### src/logic/htf_pkg.sv
// Constants for the host transmit FIFO configuration register block
package htf_pkg;
    localparam logic [7:0]  CONF_OFFSET      = 8'h74;  // Register byte address
    localparam int          READY_BIT        = 27;
    localparam int          MODE_BIT         = 21;
    localparam int          STORE_FWD_BIT    = 20;
    localparam int          FSZ_LSB          = 16;
    localparam int          THR_SEL_LSB      = 12;
    localparam int          SOFT_RST_BIT     = 0;
    localparam logic        MODE_RESET       = 1'b0;
    localparam logic        STORE_FWD_RESET  = 1'b0;
    localparam logic [3:0]  FSZ_RESET        = 4'h5;
    localparam logic [1:0]  THR_SEL_RESET    = 2'h0;
    localparam logic [3:0]  FSZ_MIN          = 4'h2;
    localparam logic [3:0]  FSZ_MAX          = 4'he;
    localparam logic [4:0]  TOTAL_KB         = 5'h10;  // Shared buffer in KB
    localparam logic [15:0] STATUS_BYTES     = 16'h0200;
    localparam int          SOFT_RST_CYCLES  = 4;      // Soft reset pulse length
    localparam int          READY_CYCLES     = 8;      // Settle time before ready
    localparam logic [8:0]  THR10_0 = 9'h012;
    localparam logic [8:0]  THR10_1 = 9'h018;
    localparam logic [8:0]  THR10_2 = 9'h020;
    localparam logic [8:0]  THR10_3 = 9'h028;
    localparam logic [8:0]  THR100_0 = 9'h020;
    localparam logic [8:0]  THR100_1 = 9'h040;
    localparam logic [8:0]  THR100_2 = 9'h080;
    localparam logic [8:0]  THR100_3 = 9'h100;
    typedef enum logic [2:0] {
        ST_IDLE  = 3'b001,
        ST_WAIT  = 3'b010,
        ST_SEND  = 3'b100
    } htf_tx_state_t;
endpackage : htf_pkg

### src/logic/htf_hw_config.sv
// Hardware configuration register with transmit start control and soft reset
`timescale 1ns/1ps
module htf_hw_config
    import htf_pkg::*;
(
    input  wire logic        clk,
    input  wire logic        rst_n,
    input  wire logic        regWr,
    input  wire logic        regRd,
    input  wire logic [7:0]  regAddr,
    input  wire logic [31:0] regWdata,
    output logic      [31:0] regRdata,
    input  wire logic        digitalRst,
    input  wire logic        frameComplete,
    input  wire logic [9:0]  txFifoDwords,
    input  wire logic        txUnderrun,
    input  wire logic        rxErrorIn,
    input  wire logic        frameDone,
    output logic             txStart,
    output logic             softResetOut,
    output logic             txErrorFlag,
    output logic             rxErrorFlag,
    output logic [15:0]      txDataBytes,
    output logic [4:0]       rxSpaceKb,
    output logic [8:0]       thresholdDw
);
    logic          mode_reg;
    logic          storeFwd_reg;
    logic [3:0]    fifoSize_reg;
    logic [1:0]    thrSel_reg;
    logic [2:0]    softRstCnt_reg;
    logic [3:0]    readyCnt_reg;
    logic          ready_reg;
    logic          firstRead_reg;
    htf_tx_state_t state_reg;
    logic          hit;
    logic          wrOk;
    logic          softRstAct;

    // Threshold table lookup
    function automatic logic [8:0] thrLookup(input logic slowMode, input logic [1:0] sel);
        logic [8:0] v;
        v = THR100_0;
        if (slowMode) begin
            case (sel)
                2'h0:    v = THR10_0;
                2'h1:    v = THR10_1;
                2'h2:    v = THR10_2;
                default: v = THR10_3;
            endcase
        end else begin
            case (sel)
                2'h0:    v = THR100_0;
                2'h1:    v = THR100_1;
                2'h2:    v = THR100_2;
                default: v = THR100_3;
            endcase
        end
        return v;
    endfunction : thrLookup

    // Address decode and write qualification
    assign hit        = (regAddr == CONF_OFFSET);
    assign wrOk       = regWr && hit && ready_reg && firstRead_reg;
    assign softRstAct = (softRstCnt_reg != 3'h0);

    // Soft reset pulse counter, self clearing
    always_ff @(posedge clk or negedge rst_n) begin
        if (!rst_n) begin
            softRstCnt_reg <= 3'h0;
        end else if (wrOk && regWdata[SOFT_RST_BIT] && !softRstAct) begin
            softRstCnt_reg <= 3'(SOFT_RST_CYCLES);
        end else if (softRstAct) begin
            softRstCnt_reg <= softRstCnt_reg - 3'h1;
        end
    end
    assign softResetOut = softRstAct || digitalRst;

    // Ready settle counter after any reset
    always_ff @(posedge clk or negedge rst_n) begin
        if (!rst_n) begin
            readyCnt_reg <= 4'h0;
            ready_reg    <= 1'b0;
        end else if (softResetOut) begin
            readyCnt_reg <= 4'h0;
            ready_reg    <= 1'b0;
        end else if (readyCnt_reg != 4'(READY_CYCLES)) begin
            readyCnt_reg <= readyCnt_reg + 4'h1;
        end else begin
            ready_reg    <= 1'b1;
        end
    end

    // First read tracking; writes wait on one read after reset
    always_ff @(posedge clk or negedge rst_n) begin
        if (!rst_n) begin
            firstRead_reg <= 1'b0;
        end else if (softResetOut) begin
            firstRead_reg <= 1'b0;
        end else if (regRd && hit) begin
            firstRead_reg <= 1'b1;
        end
    end

    // Configuration fields
    always_ff @(posedge clk or negedge rst_n) begin
        if (!rst_n) begin
            mode_reg     <= MODE_RESET;
            storeFwd_reg <= STORE_FWD_RESET;
            fifoSize_reg <= FSZ_RESET;
            thrSel_reg   <= THR_SEL_RESET;
        end else if (softResetOut) begin
            mode_reg     <= MODE_RESET;
            storeFwd_reg <= STORE_FWD_RESET;
            fifoSize_reg <= FSZ_RESET;
            thrSel_reg   <= THR_SEL_RESET;
        end else if (wrOk) begin
            mode_reg     <= regWdata[MODE_BIT];
            storeFwd_reg <= regWdata[STORE_FWD_BIT];
            fifoSize_reg <= regWdata[FSZ_LSB +: 4];
            thrSel_reg   <= regWdata[THR_SEL_LSB +: 2];
        end
    end

    // Error flags: set wins over soft reset clear
    always_ff @(posedge clk or negedge rst_n) begin
        if (!rst_n) begin
            txErrorFlag <= 1'b0;
            rxErrorFlag <= 1'b0;
        end else begin
            txErrorFlag <= (txUnderrun && state_reg == ST_SEND && !storeFwd_reg) ||
                           (txErrorFlag && !softResetOut);
            rxErrorFlag <= rxErrorIn || (rxErrorFlag && !softResetOut);
        end
    end

    // Transmit start state machine
    always_ff @(posedge clk or negedge rst_n) begin
        if (!rst_n) begin
            state_reg <= ST_IDLE;
        end else if (softResetOut) begin
            state_reg <= ST_IDLE;
        end else begin
            case (state_reg)
                ST_IDLE: begin
                    state_reg <= ST_WAIT;
                end
                ST_WAIT: begin
                    if (storeFwd_reg ? frameComplete
                        : (txFifoDwords >= {1'b0, thrLookup(mode_reg, thrSel_reg)})) begin
                        state_reg <= ST_SEND;
                    end
                end
                ST_SEND: begin
                    if (frameDone) begin
                        state_reg <= ST_WAIT;
                    end
                end
                default: begin
                    state_reg <= ST_IDLE;
                end
            endcase
        end
    end
    assign txStart = (state_reg == ST_SEND);

    // FIFO space split, registered
    always_ff @(posedge clk or negedge rst_n) begin
        if (!rst_n) begin
            txDataBytes <= 16'h0;
            rxSpaceKb   <= 5'h0;
            thresholdDw <= 9'h0;
        end else begin
            txDataBytes <= {2'h0, fifoSize_reg, 10'h0} - STATUS_BYTES;
            rxSpaceKb   <= TOTAL_KB - {1'b0, fifoSize_reg};
            thresholdDw <= thrLookup(mode_reg, thrSel_reg);
        end
    end

    // Read data; reserved bits zero
    always_comb begin
        regRdata = 32'h0;
        if (hit) begin
            regRdata[READY_BIT]         = ready_reg;
            regRdata[MODE_BIT]          = mode_reg;
            regRdata[STORE_FWD_BIT]     = storeFwd_reg;
            regRdata[FSZ_LSB +: 4]      = fifoSize_reg;
            regRdata[THR_SEL_LSB +: 2]  = thrSel_reg;
            regRdata[SOFT_RST_BIT]      = softRstAct || digitalRst;
        end
    end

    // Checks
    property p_softrst_self_clear;
        @(posedge clk) disable iff (!rst_n)
        (wrOk && regWdata[SOFT_RST_BIT] && !softRstAct && !digitalRst)
            |-> ##[1:5] !softResetOut;
    endproperty
    a_softrst_self_clear: assert property (p_softrst_self_clear)
        else $error("soft reset stuck");
    property p_dig_reads_one;
        @(posedge clk) disable iff (!rst_n) (digitalRst && hit) |-> regRdata[SOFT_RST_BIT];
    endproperty
    a_dig_reads_one: assert property (p_dig_reads_one)
        else $error("soft reset bit not one");
    property p_store_fwd_start;
        @(posedge clk) disable iff (!rst_n)
        (state_reg == ST_WAIT && storeFwd_reg && !frameComplete && !softResetOut)
            |=> state_reg != ST_SEND;
    endproperty
    a_store_fwd_start: assert property (p_store_fwd_start)
        else $error("store and forward started early");
    // Registered threshold lags a field write, so only settled fields count
    property p_thr_start;
        @(posedge clk) disable iff (!rst_n)
        (state_reg == ST_WAIT && !storeFwd_reg && !softResetOut &&
         $stable({mode_reg, thrSel_reg}) && $stable(thresholdDw) &&
         txFifoDwords >= {1'b0, thresholdDw}) |=> txStart;
    endproperty
    a_thr_start: assert property (p_thr_start)
        else $error("no start at threshold");
    // Split is registered: compare with the size one edge earlier
    property p_rx_split;
        @(posedge clk) disable iff (!rst_n)
        $past(rst_n) |-> rxSpaceKb == TOTAL_KB - {1'b0, $past(fifoSize_reg)};
    endproperty
    a_rx_split: assert property (p_rx_split)
        else $error("rx split wrong");
    property p_err_clear;
        @(posedge clk) disable iff (!rst_n) (softResetOut && !txUnderrun) |=> !txErrorFlag;
    endproperty
    a_err_clear: assert property (p_err_clear)
        else $error("tx error not cleared");
    property p_underrun;
        @(posedge clk) disable iff (!rst_n) (txUnderrun && txStart && !storeFwd_reg) |=> txErrorFlag;
    endproperty
    a_underrun: assert property (p_underrun)
        else $error("underrun lost");
    property p_no_write_unready;
        @(posedge clk) disable iff (!rst_n)
        (regWr && hit && !ready_reg) |=> $stable(fifoSize_reg) || softResetOut;
    endproperty
    a_no_write_unready: assert property (p_no_write_unready)
        else $error("write while not ready");
    c_start: cover property (@(posedge clk) disable iff (!rst_n) $rose(txStart));
    c_soft_rst: cover property (@(posedge clk) disable iff (!rst_n) $rose(softResetOut));
    c_ready: cover property (@(posedge clk) disable iff (!rst_n) $rose(ready_reg));
endmodule : htf_hw_config

### config.mk
export PLATFORM = sky130hd
export DESIGN_NAME = htf_hw_config
export DESIGN_NICKNAME = d
export VERILOG_FILES = /design/src/logic/htf_pkg.sv /design/src/logic/htf_hw_config.sv
export SDC_FILE = /design/constraint.sdc
export NUM_CORES = 1
export LEC_CHECK = 0
export BUFFER_PORTS_ARGS = -buffer_cell sky130_fd_sc_hd__clkbuf_2
export CORE_MARGIN = 3
export CORE_UTILIZATION = 44
export CTS_CLUSTER_SIZE = 30
export DETAILED_ROUTE_END_ITERATION = 8
export GPL_ROUTABILITY_DRIVEN = 0
export MAX_ROUTING_LAYER = met4
export PLACE_DENSITY = 0.91
export SKIP_CTS_REPAIR_TIMING = 1
export SYNTH_ARGS = -nofsm -noshare
export SYNTH_HDL_FRONTEND = slang
export SYNTH_SLANG_ARGS = --single-unit
### constraint.sdc
create_clock -name clk -period 2.39 [get_ports clk]
set_clock_uncertainty 0.1 [all_clocks]
set_input_delay 0.1195 -clock clk [delete_from_list [all_inputs] [get_ports clk]]
set_output_delay 0.1195 -clock clk [all_outputs]
set_load 0.1 [all_outputs]
==> results of run 1 <==
[placed cells by master, fill, tap and decap left out, types with 3 or more instances in the layout]
| master | count |
|---|---|
| clkbuf_2 | 68 |
| dfrtp_1 | 37 |
| conb_1 | 34 |
| inv_1 | 21 |
| ha_1 | 12 |
| dlygate4sd3_1 | 12 |
| and2_1 | 10 |
| nor2_1 | 10 |
| a21oi_1 | 9 |
| nand2_1 | 7 |
| nand3_1 | 6 |
| a22o_1 | 6 |
| nand2b_1 | 5 |
| clkbuf_8 | 5 |
| buf_4 | 5 |
| nor3_1 | 4 |
| xnor2_1 | 4 |
| o21ai_0 | 4 |
| and3_1 | 3 |
| o22ai_1 | 3 |
| dfstp_2 | 3 |
[worst register-to-register path: cells and delay by family (launching register included)]
kind	cells	cell delay (ns)
fa+ha+maj	1	0.31
compound gates	3	0.58
simple gates	2	0.73
flops	1	0.38
[where the power goes]
| part | leakage [µW] | switching, µW | internal, µW |
|---|---|---|---|
| Combinational | 0.000921 | 355 | 95.1 |
| Sequential | 0.000514 | 22.3 | 704 |
| Clock | 0.0000548 | 244 | 314 |
[stage by stage]
| step | setup slack [ns] | hold WS (ns) | area [µm²] | cells | utilization (%) |
|---|---|---|---|---|---|
| floorplan | 0.0519 | -0.276 | 2310 | 244 | - |
| global placement | 0.218 | 0.203 | 2500 | 347 | 52.6 |
| detailed placement | 0.187 | 0.208 | 2500 | 347 | 52.6 |
| CTS | 0.198 | -0.105 | 2620 | 355 | 55.1 |
| global route | 0.0865 | 0.0921 | 2740 | 367 | 57.6 |
| finish | 0.197 | 0.0791 | 2740 | 367 | 57.6 |
[layer usage]
layer | vias up | share of wire (%)
met2 | 72 | 51
met4 | 0 | 1.2
li1 | 819 | -
met5 | - | 0
met1 | 766 | 41
met3 | 6 | 6.5
[worst paths after layout]
check | end | slack, ns | cells past startpoint
hold reg to reg | rxSpaceKb[0] | 0.33 | 0
min in group asynchronous | txDataBytes[10] | 0.40 | 2
hold / removal | state_reg[1] | 0.08 | 4
setup / recovery | state_reg[2] | 0.20 | 6
max in group asynchronous | state_reg[2] | 1.21 | 2
setup reg to reg | state_reg[2] | 0.20 | 6
[area by class of cell]
type / instances / area share (%)
Inverter: 22 / 3.11
Tap cell: 67 / 3.06
Multi-Input combinational cell: 145 / 34.7
Timing Repair Buffer: 85 / 18.2
Clock buffer: 5 / 2.51
Clock inverter: 3 / 1.69
Sequential cell: 40 / 36.7
[cells by family after synthesis]
logic type	synth area share, %
buffers and inverters	16.3
AOI/OAI and AO/OA	11.3
other	0.343
xor gates and xnor gates	2.00
DFF	45.8
muxes	0.457
adders and majority gates	6.85
and+or+nand+nor	17.0
==> impl_metrics.yaml, run 1 <==
yosys:
  synth_area_leaders: "dfrtp_1 42%, buf_4 12%, ha_1 6.8%, dfstp_2 3.6%, inv_1 3.6%"
  synth_most_common_cell: "dfrtp_1"
  synth_common_cells: "37 x dfrtp_1, 35 x buf_4, 21 x inv_1"
  synthCells: 212
  synth_area_leader_cell: "dfrtp_1"
  synth-seq-cells: 40
  syn_avg_cell_area_um2: 10.3
  synth_enable_flop_cells: 0
  yosysUniqueCellTypes: 45
  yosys_warnings: 0
  ys_async_sr_fraction_pct: 100
  synth.top_cell.area_share_pct: 42.2
  ys.flop_type: "dfrtp_1"
  syn_area_um2: 2190
  ys_seq_area_share_pct: 45.8
finish:
  multi_input_area_um2: 951
  area_growth_pct: 24.9
  antenna_cells: 0
  drive_gt1_share_pct: 31.7
  seqCellArea_um2: 1000
  top_regs: "thresholdDw x7, txDataBytes x6, rxSpaceKb x5"
  largest_reg_flops: 7
  nets: 370
  num-fill-cells: 421
  top_register: "thresholdDw"
global_route:
  grt_pass1_vias: 1518
  grtUsageTotal_pct: 14.7
  busiest_layer: "met2"
  antenna_found_initial: 0
  met3_usage_pct: 4.26
  met2_usage_pct: 24.4
  grt_max_degree: 41
  use_met1_pct: 17.4
  grt-ovfl-total: 0
  grt_pass1_wl_um: 6810
cts:
  clkLatencyLatePin_ns: 0.29
  clock_path_buffers: 2
  htree_levels: 2
  clkTransAtPathRegs_ns: 0.08
  cts.sinks: 40
  cts_buffers: 5
  tritoncts: "yes"
  cts_root_buffer: "clkbuf_8"
timing:
  tns_ns: 0
  slew_headroom_pct: 37.4
  max_slew.worst_pin.slew_ns: 0.939
  finalHoldViolations: 0
  clock.fmax_ghz: 0.456
  setup_viol: 0
  period_share_pct: 91.8
  rsz0062_at_grt: "false"
  slew_violations: 0
  min_period_ns: 2.19
pwr:
  finalPower_uw: 1730
  peakVddDrop_v: 0.000299
  power.density_nw_per_um2: 633
  p_leak_uw: 0.00149
worst_setup_path:
  critical_path.top_delay_family: "simple AND/OR/NAND/NOR gates"
  crit_chain: "or3b_2, ha_1, a21o_1, a211oi_2, and4b_1, o21ai_1"
  r2r_start: "thrSel_reg[0]"
  cp.arrival_ns: 2.27
  cp-startpoint: "thrSel_reg[0]"
  path_class: "reg -> reg"
  critical-path-slowest-cell: "or3b_2"
  cp_max_fo: 4
  start_kind: "register"
  cp.required_ns: 2.47
  worstSetupEndpointType: "register"
  cp_num_buf_inv: 0
  max_stage_delay_ns: 0.48
placed_design:
  dp_hpwl_um: 3290
  port_buffers: 68
detailed_routing:
  vias: 1663
  via_per_inst: 4.53
  post-route-drc-count: 0
  wire_per_inst_um: 11.6
  routed_wl_um: 4270
  drt_iter0_markers: 52
  antenna_left: 0
  drtPass1Iterations: 4
worst_hold_path:
  min-delay-start: "txFifoDwords[9]"
  hold_class: "in -> reg"
flow_run:
  maxCapViolations: 0
floorplan:
  io_pins: 125
  core-area_um2: 4750
  die-area_um2: 5870
  dieWidth_um: 76.6
  die_h_um: 76.6
  start_util_pct: 46.1
  row_count: 25
outcome:
  status: "finished clean"
Note: power is estimated with default switching activity, not from simulation.
==> run 2, diff against run 1 <==
- CTS_BUF_LIST: not set -> sky130_fd_sc_hd__clkbuf_16
- HOLD_SLACK_MARGIN: not set -> 0.15
==> impl_metrics.yaml, run 2 (same netlist as run 1, synthesis figures left out) <==
timing:
  setup_viol: 0
  rsz0062_at_grt: "false"
  finalHoldViolations: 0
  slew_headroom_pct: 37.3
  max_slew.worst_pin.slew_ns: 0.940
  tns_ns: 0
  period_share_pct: 92.7
  clock.fmax_ghz: 0.451
  slew_violations: 0
  min_period_ns: 2.22
worst_setup_path:
  cp.arrival_ns: 2.30
  crit_chain: "or3b_2, ha_1, a21o_1, a211oi_2, nand4b_1, a211oi_1"
  path_class: "reg -> reg"
  cp_num_buf_inv: 0
  max_stage_delay_ns: 0.48
  critical_path.top_delay_family: "compound AO/OA/AOI/OAI gates"
  worstSetupEndpointType: "register"
  cp.required_ns: 2.47
  start_kind: "register"
  critical-path-slowest-cell: "or3b_2"
  cp_max_fo: 4
global_route:
  met2_usage_pct: 25.9
  use_met1_pct: 17.3
  grtUsageTotal_pct: 15.4
  met3_usage_pct: 4.61
  grt_pass1_vias: 1562
  grt_max_degree: 41
  grt-ovfl-total: 0
  grt_pass1_wl_um: 7020
  busiest_layer: "met2"
  antenna_found_initial: 0
finish:
  top_regs: "thresholdDw x7, txDataBytes x6, rxSpaceKb x5"
  top_register: "thresholdDw"
  drive_gt1_share_pct: 31.3
  largest_reg_flops: 7
  nets: 374
  area_growth_pct: 29.3
  mostFrequentLayoutCell: "clkbuf_2"
  final_cell_mix: "68 x clkbuf_2, 37 x dfrtp_1, 34 x conb_1, 21 x inv_1, 16 x dlygate4sd3_1"
  antenna_cells: 0
  finalNonFillerCells: 371
placed_design:
  port_buffers: 68
  place_inst: 347
  dp_hpwl_um: 3290
cts:
  htree_levels: 2
  cts_root_buffer: "clkbuf_16"
  cts_buffers: 5
  cts.sinks: 40
  clkTransAtPathRegs_ns: 0.06
  tritoncts: "yes"
  clkLatencyLatePin_ns: 0.28
  clock_path_buffers: 2
detailed_routing:
  vias: 1695
  wire_per_inst_um: 11.9
  routed_wl_um: 4400
  via_per_inst: 4.57
  drtPass1Iterations: 4
  drt_iter0_markers: 84
  antenna_left: 0
  post-route-drc-count: 0
outcome:
  status: "finished clean"
flow_run:
  maxCapViolations: 0
pwr:
  peakVddDrop_v: 0.000293
  power.density_nw_per_um2: 684
  p_leak_uw: 0.00153
floorplan:
  die_h_um: 76.6
  core-area_um2: 4750
  die-area_um2: 5870
  row_count: 25
  start_util_pct: 46.1
  dieWidth_um: 76.6
  io_pins: 125
worst_hold_path:
  hold_class: "in -> reg"
## run 2: cell types whose count changed in the layout (fill, tap and decap cells not counted)
| cell | before | now |
|---|---|---|
| dlygate4sd3_1 | 12 | 16 |
| clkbuf_8 | 5 | 0 |
| clkbuf_16 | 0 | 5 |
## run 2: final cells by class
class / instances / area (µm²)
clock buffers: 5 / 125
multi-input cells: 145 / 951
inverters: 22 / 85.1
fillers: 405 / 1920
well taps: 67 / 83.8
repair buffers: 89 / 538
clock inverters: 3 / 46.3
flip-flops and latches: 40 / 1000
## run 2: per-stage QoR
stage          worst slack [ns]  total power, µW  util, %  hold slack [ns]  instance area [µm²]
6_report                  0.175             1940     59.6            0.147                 2830
5_1_grt                  0.0581             2020     59.6            0.152                 2830
4_1_cts                   0.152             1930     56.2          -0.0883                 2670
3_5_place_dp              0.187             1170     52.6            0.208                 2500
3_3_place_gp              0.218             1160     52.6            0.203                 2500
2_1_floorplan            0.0519             1140        -           -0.276                 2310
## run 2: tightest hold or removal path: cells and delay by family
| family | cells | cell delay, ns |
|---|---|---|
| buf+inv | 1 | 0.07 |
| simple gates | 1 | 0.19 |
| compound gates | 1 | 0.10 |
## run 2: final timing paths
| kind | startpoint | slack, ns | depth (start not counted) | to |
|---|---|---|---|---|
| min in group asynchronous | rst_n | 0.42 | 2 | thresholdDw[3] |
| worst max-delay path | thrSel_reg[0] | 0.17 | 6 | state_reg[1] |
| worst min register to register | fifoSize_reg[0] | 0.32 | 0 | rxSpaceKb[0] |
| max in group asynchronous | rst_n | 1.19 | 2 | rxErrorFlag |
| worst max register to register | thrSel_reg[0] | 0.17 | 6 | state_reg[1] |
| worst min-delay path | regWdata[0] | 0.15 | 3 | softRstCnt_reg[1] |
## run 2: routing by layer
metal	part of all wire (%)	wire, µm	vias to the layer above
met5	0	0	-
met4	1.7	75	0
met3	5.5	244	7
met2	52	2280	68
met1	41	1800	790
li1	-	-	830
## run 2: report_power, final
group          leakage, µW  switching (µW)  internal (µW)
clock            0.0000804             264            495
sequential        0.000514            22.9            705
combinational     0.000941             354           97.8
total              0.00153             641           1300
==> run 3, diff against run 2 <==
- clock period: 2.39 -> 2.15 ns (I/O delays scaled with it)
==> impl_metrics.yaml, run 3 (same netlist as run 1, synthesis figures left out) <==
outcome:
  status: "finished clean"
finish:
  num-fill-cells: 384
  area_growth_pct: 37.6
  seqCellArea_um2: 1000
  mostFrequentLayoutCell: "clkbuf_2"
  antenna_cells: 0
  top_register: "thresholdDw"
  final_cell_mix: "58 x clkbuf_2, 37 x dfrtp_1, 34 x conb_1, 21 x inv_1, 16 x dlygate4sd3_1"
  drive_gt1_share_pct: 32.1
  multi_input_area_um2: 976
  top_regs: "thresholdDw x7, txDataBytes x6, rxSpaceKb x5"
  nets: 375
  largest_reg_flops: 7
cts:
  cts_root_buffer: "clkbuf_16"
  cts.sinks: 40
  cts_buffers: 5
  clock_path_buffers: 2
  tritoncts: "yes"
  htree_levels: 2
  clkLatencyLatePin_ns: 0.29
  clkTransAtPathRegs_ns: 0.06
detailed_routing:
  via_per_inst: 4.54
  drt_iter0_markers: 93
  drtPass1Iterations: 4
  vias: 1689
  post-route-drc-count: 0
  routed_wl_um: 4620
  wire_per_inst_um: 12.4
  antenna_left: 0
timing:
  setup_ws_ns: 0.116
  max_slew.worst_pin.slew_ns: 0.547
  slew_headroom_pct: 63.7
  clock.fmax_ghz: 0.492
  fin_hold_ws_ns: 0.111
  period_share_pct: 94.6
  finalHoldViolations: 0
  slew_violations: 0
  min_period_ns: 2.03
  rsz0062_at_grt: "false"
  setup_viol: 0
floorplan:
  io_pins: 125
  row_count: 25
  die-area_um2: 5870
  core-area_um2: 4750
  dieWidth_um: 76.6
  start_util_pct: 46.1
  die_h_um: 76.6
worst_setup_path:
  cp.arrival_ns: 2.13
  path_class: "reg -> reg"
  crit_chain: "or3b_4, ha_4, a21o_1, a211oi_4, nand4b_1, a211oi_1"
  start_kind: "register"
  max_stage_delay_ns: 0.40
  critical-path-slowest-cell: "dfrtp_1"
  cp.required_ns: 2.24
  cp_max_fo: 4
  worstSetupEndpointType: "register"
worst_hold_path:
  hold_class: "in -> reg"
pwr:
  p_leak_uw: 0.00158
  power.density_nw_per_um2: 719
  peakVddDrop_v: 0.000403
global_route:
  grtUsageTotal_pct: 16.4
  grt_max_degree: 41
  antenna_found_initial: 0
  grt-ovfl-total: 0
  grt_pass1_wl_um: 7330
  grt_pass1_vias: 1626
placed_design:
  dp_slack_ns: -0.0158
  port_buffers: 68
  dp_hpwl_um: 3570
flow_run:
  maxCapViolations: 0
==> run 3: final timing paths <==
check | from | endpoint | slack [ns] | depth (start not counted)
max in group asynchronous | rst_n | state_reg[0] | 1.27 | 3
max | mode_reg | state_reg[1] | 0.12 | 6
min | frameDone | state_reg[2] | 0.11 | 4
min reg2reg | fifoSize_reg[0] | rxSpaceKb[0] | 0.32 | 0
max reg2reg | mode_reg | state_reg[1] | 0.12 | 6
min in group asynchronous | rst_n | thresholdDw[1] | 0.32 | 3
==> run 3: stage by stage <==
step                      util (%)  std cells  setup TNS, ns  area, µm²  total power, µW
after floorplan                  -        244              0       2320             1260
after global placement        56.0        348              0       2660             1290
after detailed placement      56.0        348        -0.0158       2660             1310
after CTS                     59.6        356       -0.00262       2830             2160
after global routing          63.4        372              0       3020             2260
final                         63.4        372              0       3020             2170
==> run 3: area by class of cell <==
class	count	area share, %
Inverter	22	2.82
Timing Repair Buffer	90	23.1
Multi-Input combinational cell	145	32.4
Clock inverter	3	1.53
Clock buffer	5	4.15
Tap cell	67	2.78
Sequential cell	40	33.3
==> run 3: critical path, delay by kind of cell (launching register included) <==
| kind | cells | cell delay [ns] |
|---|---|---|
| DFF | 1 | 0.40 |
| and+or+nand+nor | 2 | 0.53 |
| AOI/OAI and AO/OA | 3 | 0.69 |
| adders and majority gates | 1 | 0.22 |
==> run 3: routing by layer <==
layer,vias to the layer above,GRT usage (%),part of all wire [%]
li1,831,-,-
met1,782,17.2,41
met3,6,5.91,5.8
met5,-,-,0
met2,70,27.7,52
met4,0,7.43,1.7
==> run 3: power breakdown <==
part / total, µW / switching (µW) / internal, µW
sequential: 811 / 27.0 / 783
clock: 849 / 298 / 551
combinational: 511 / 398 / 113
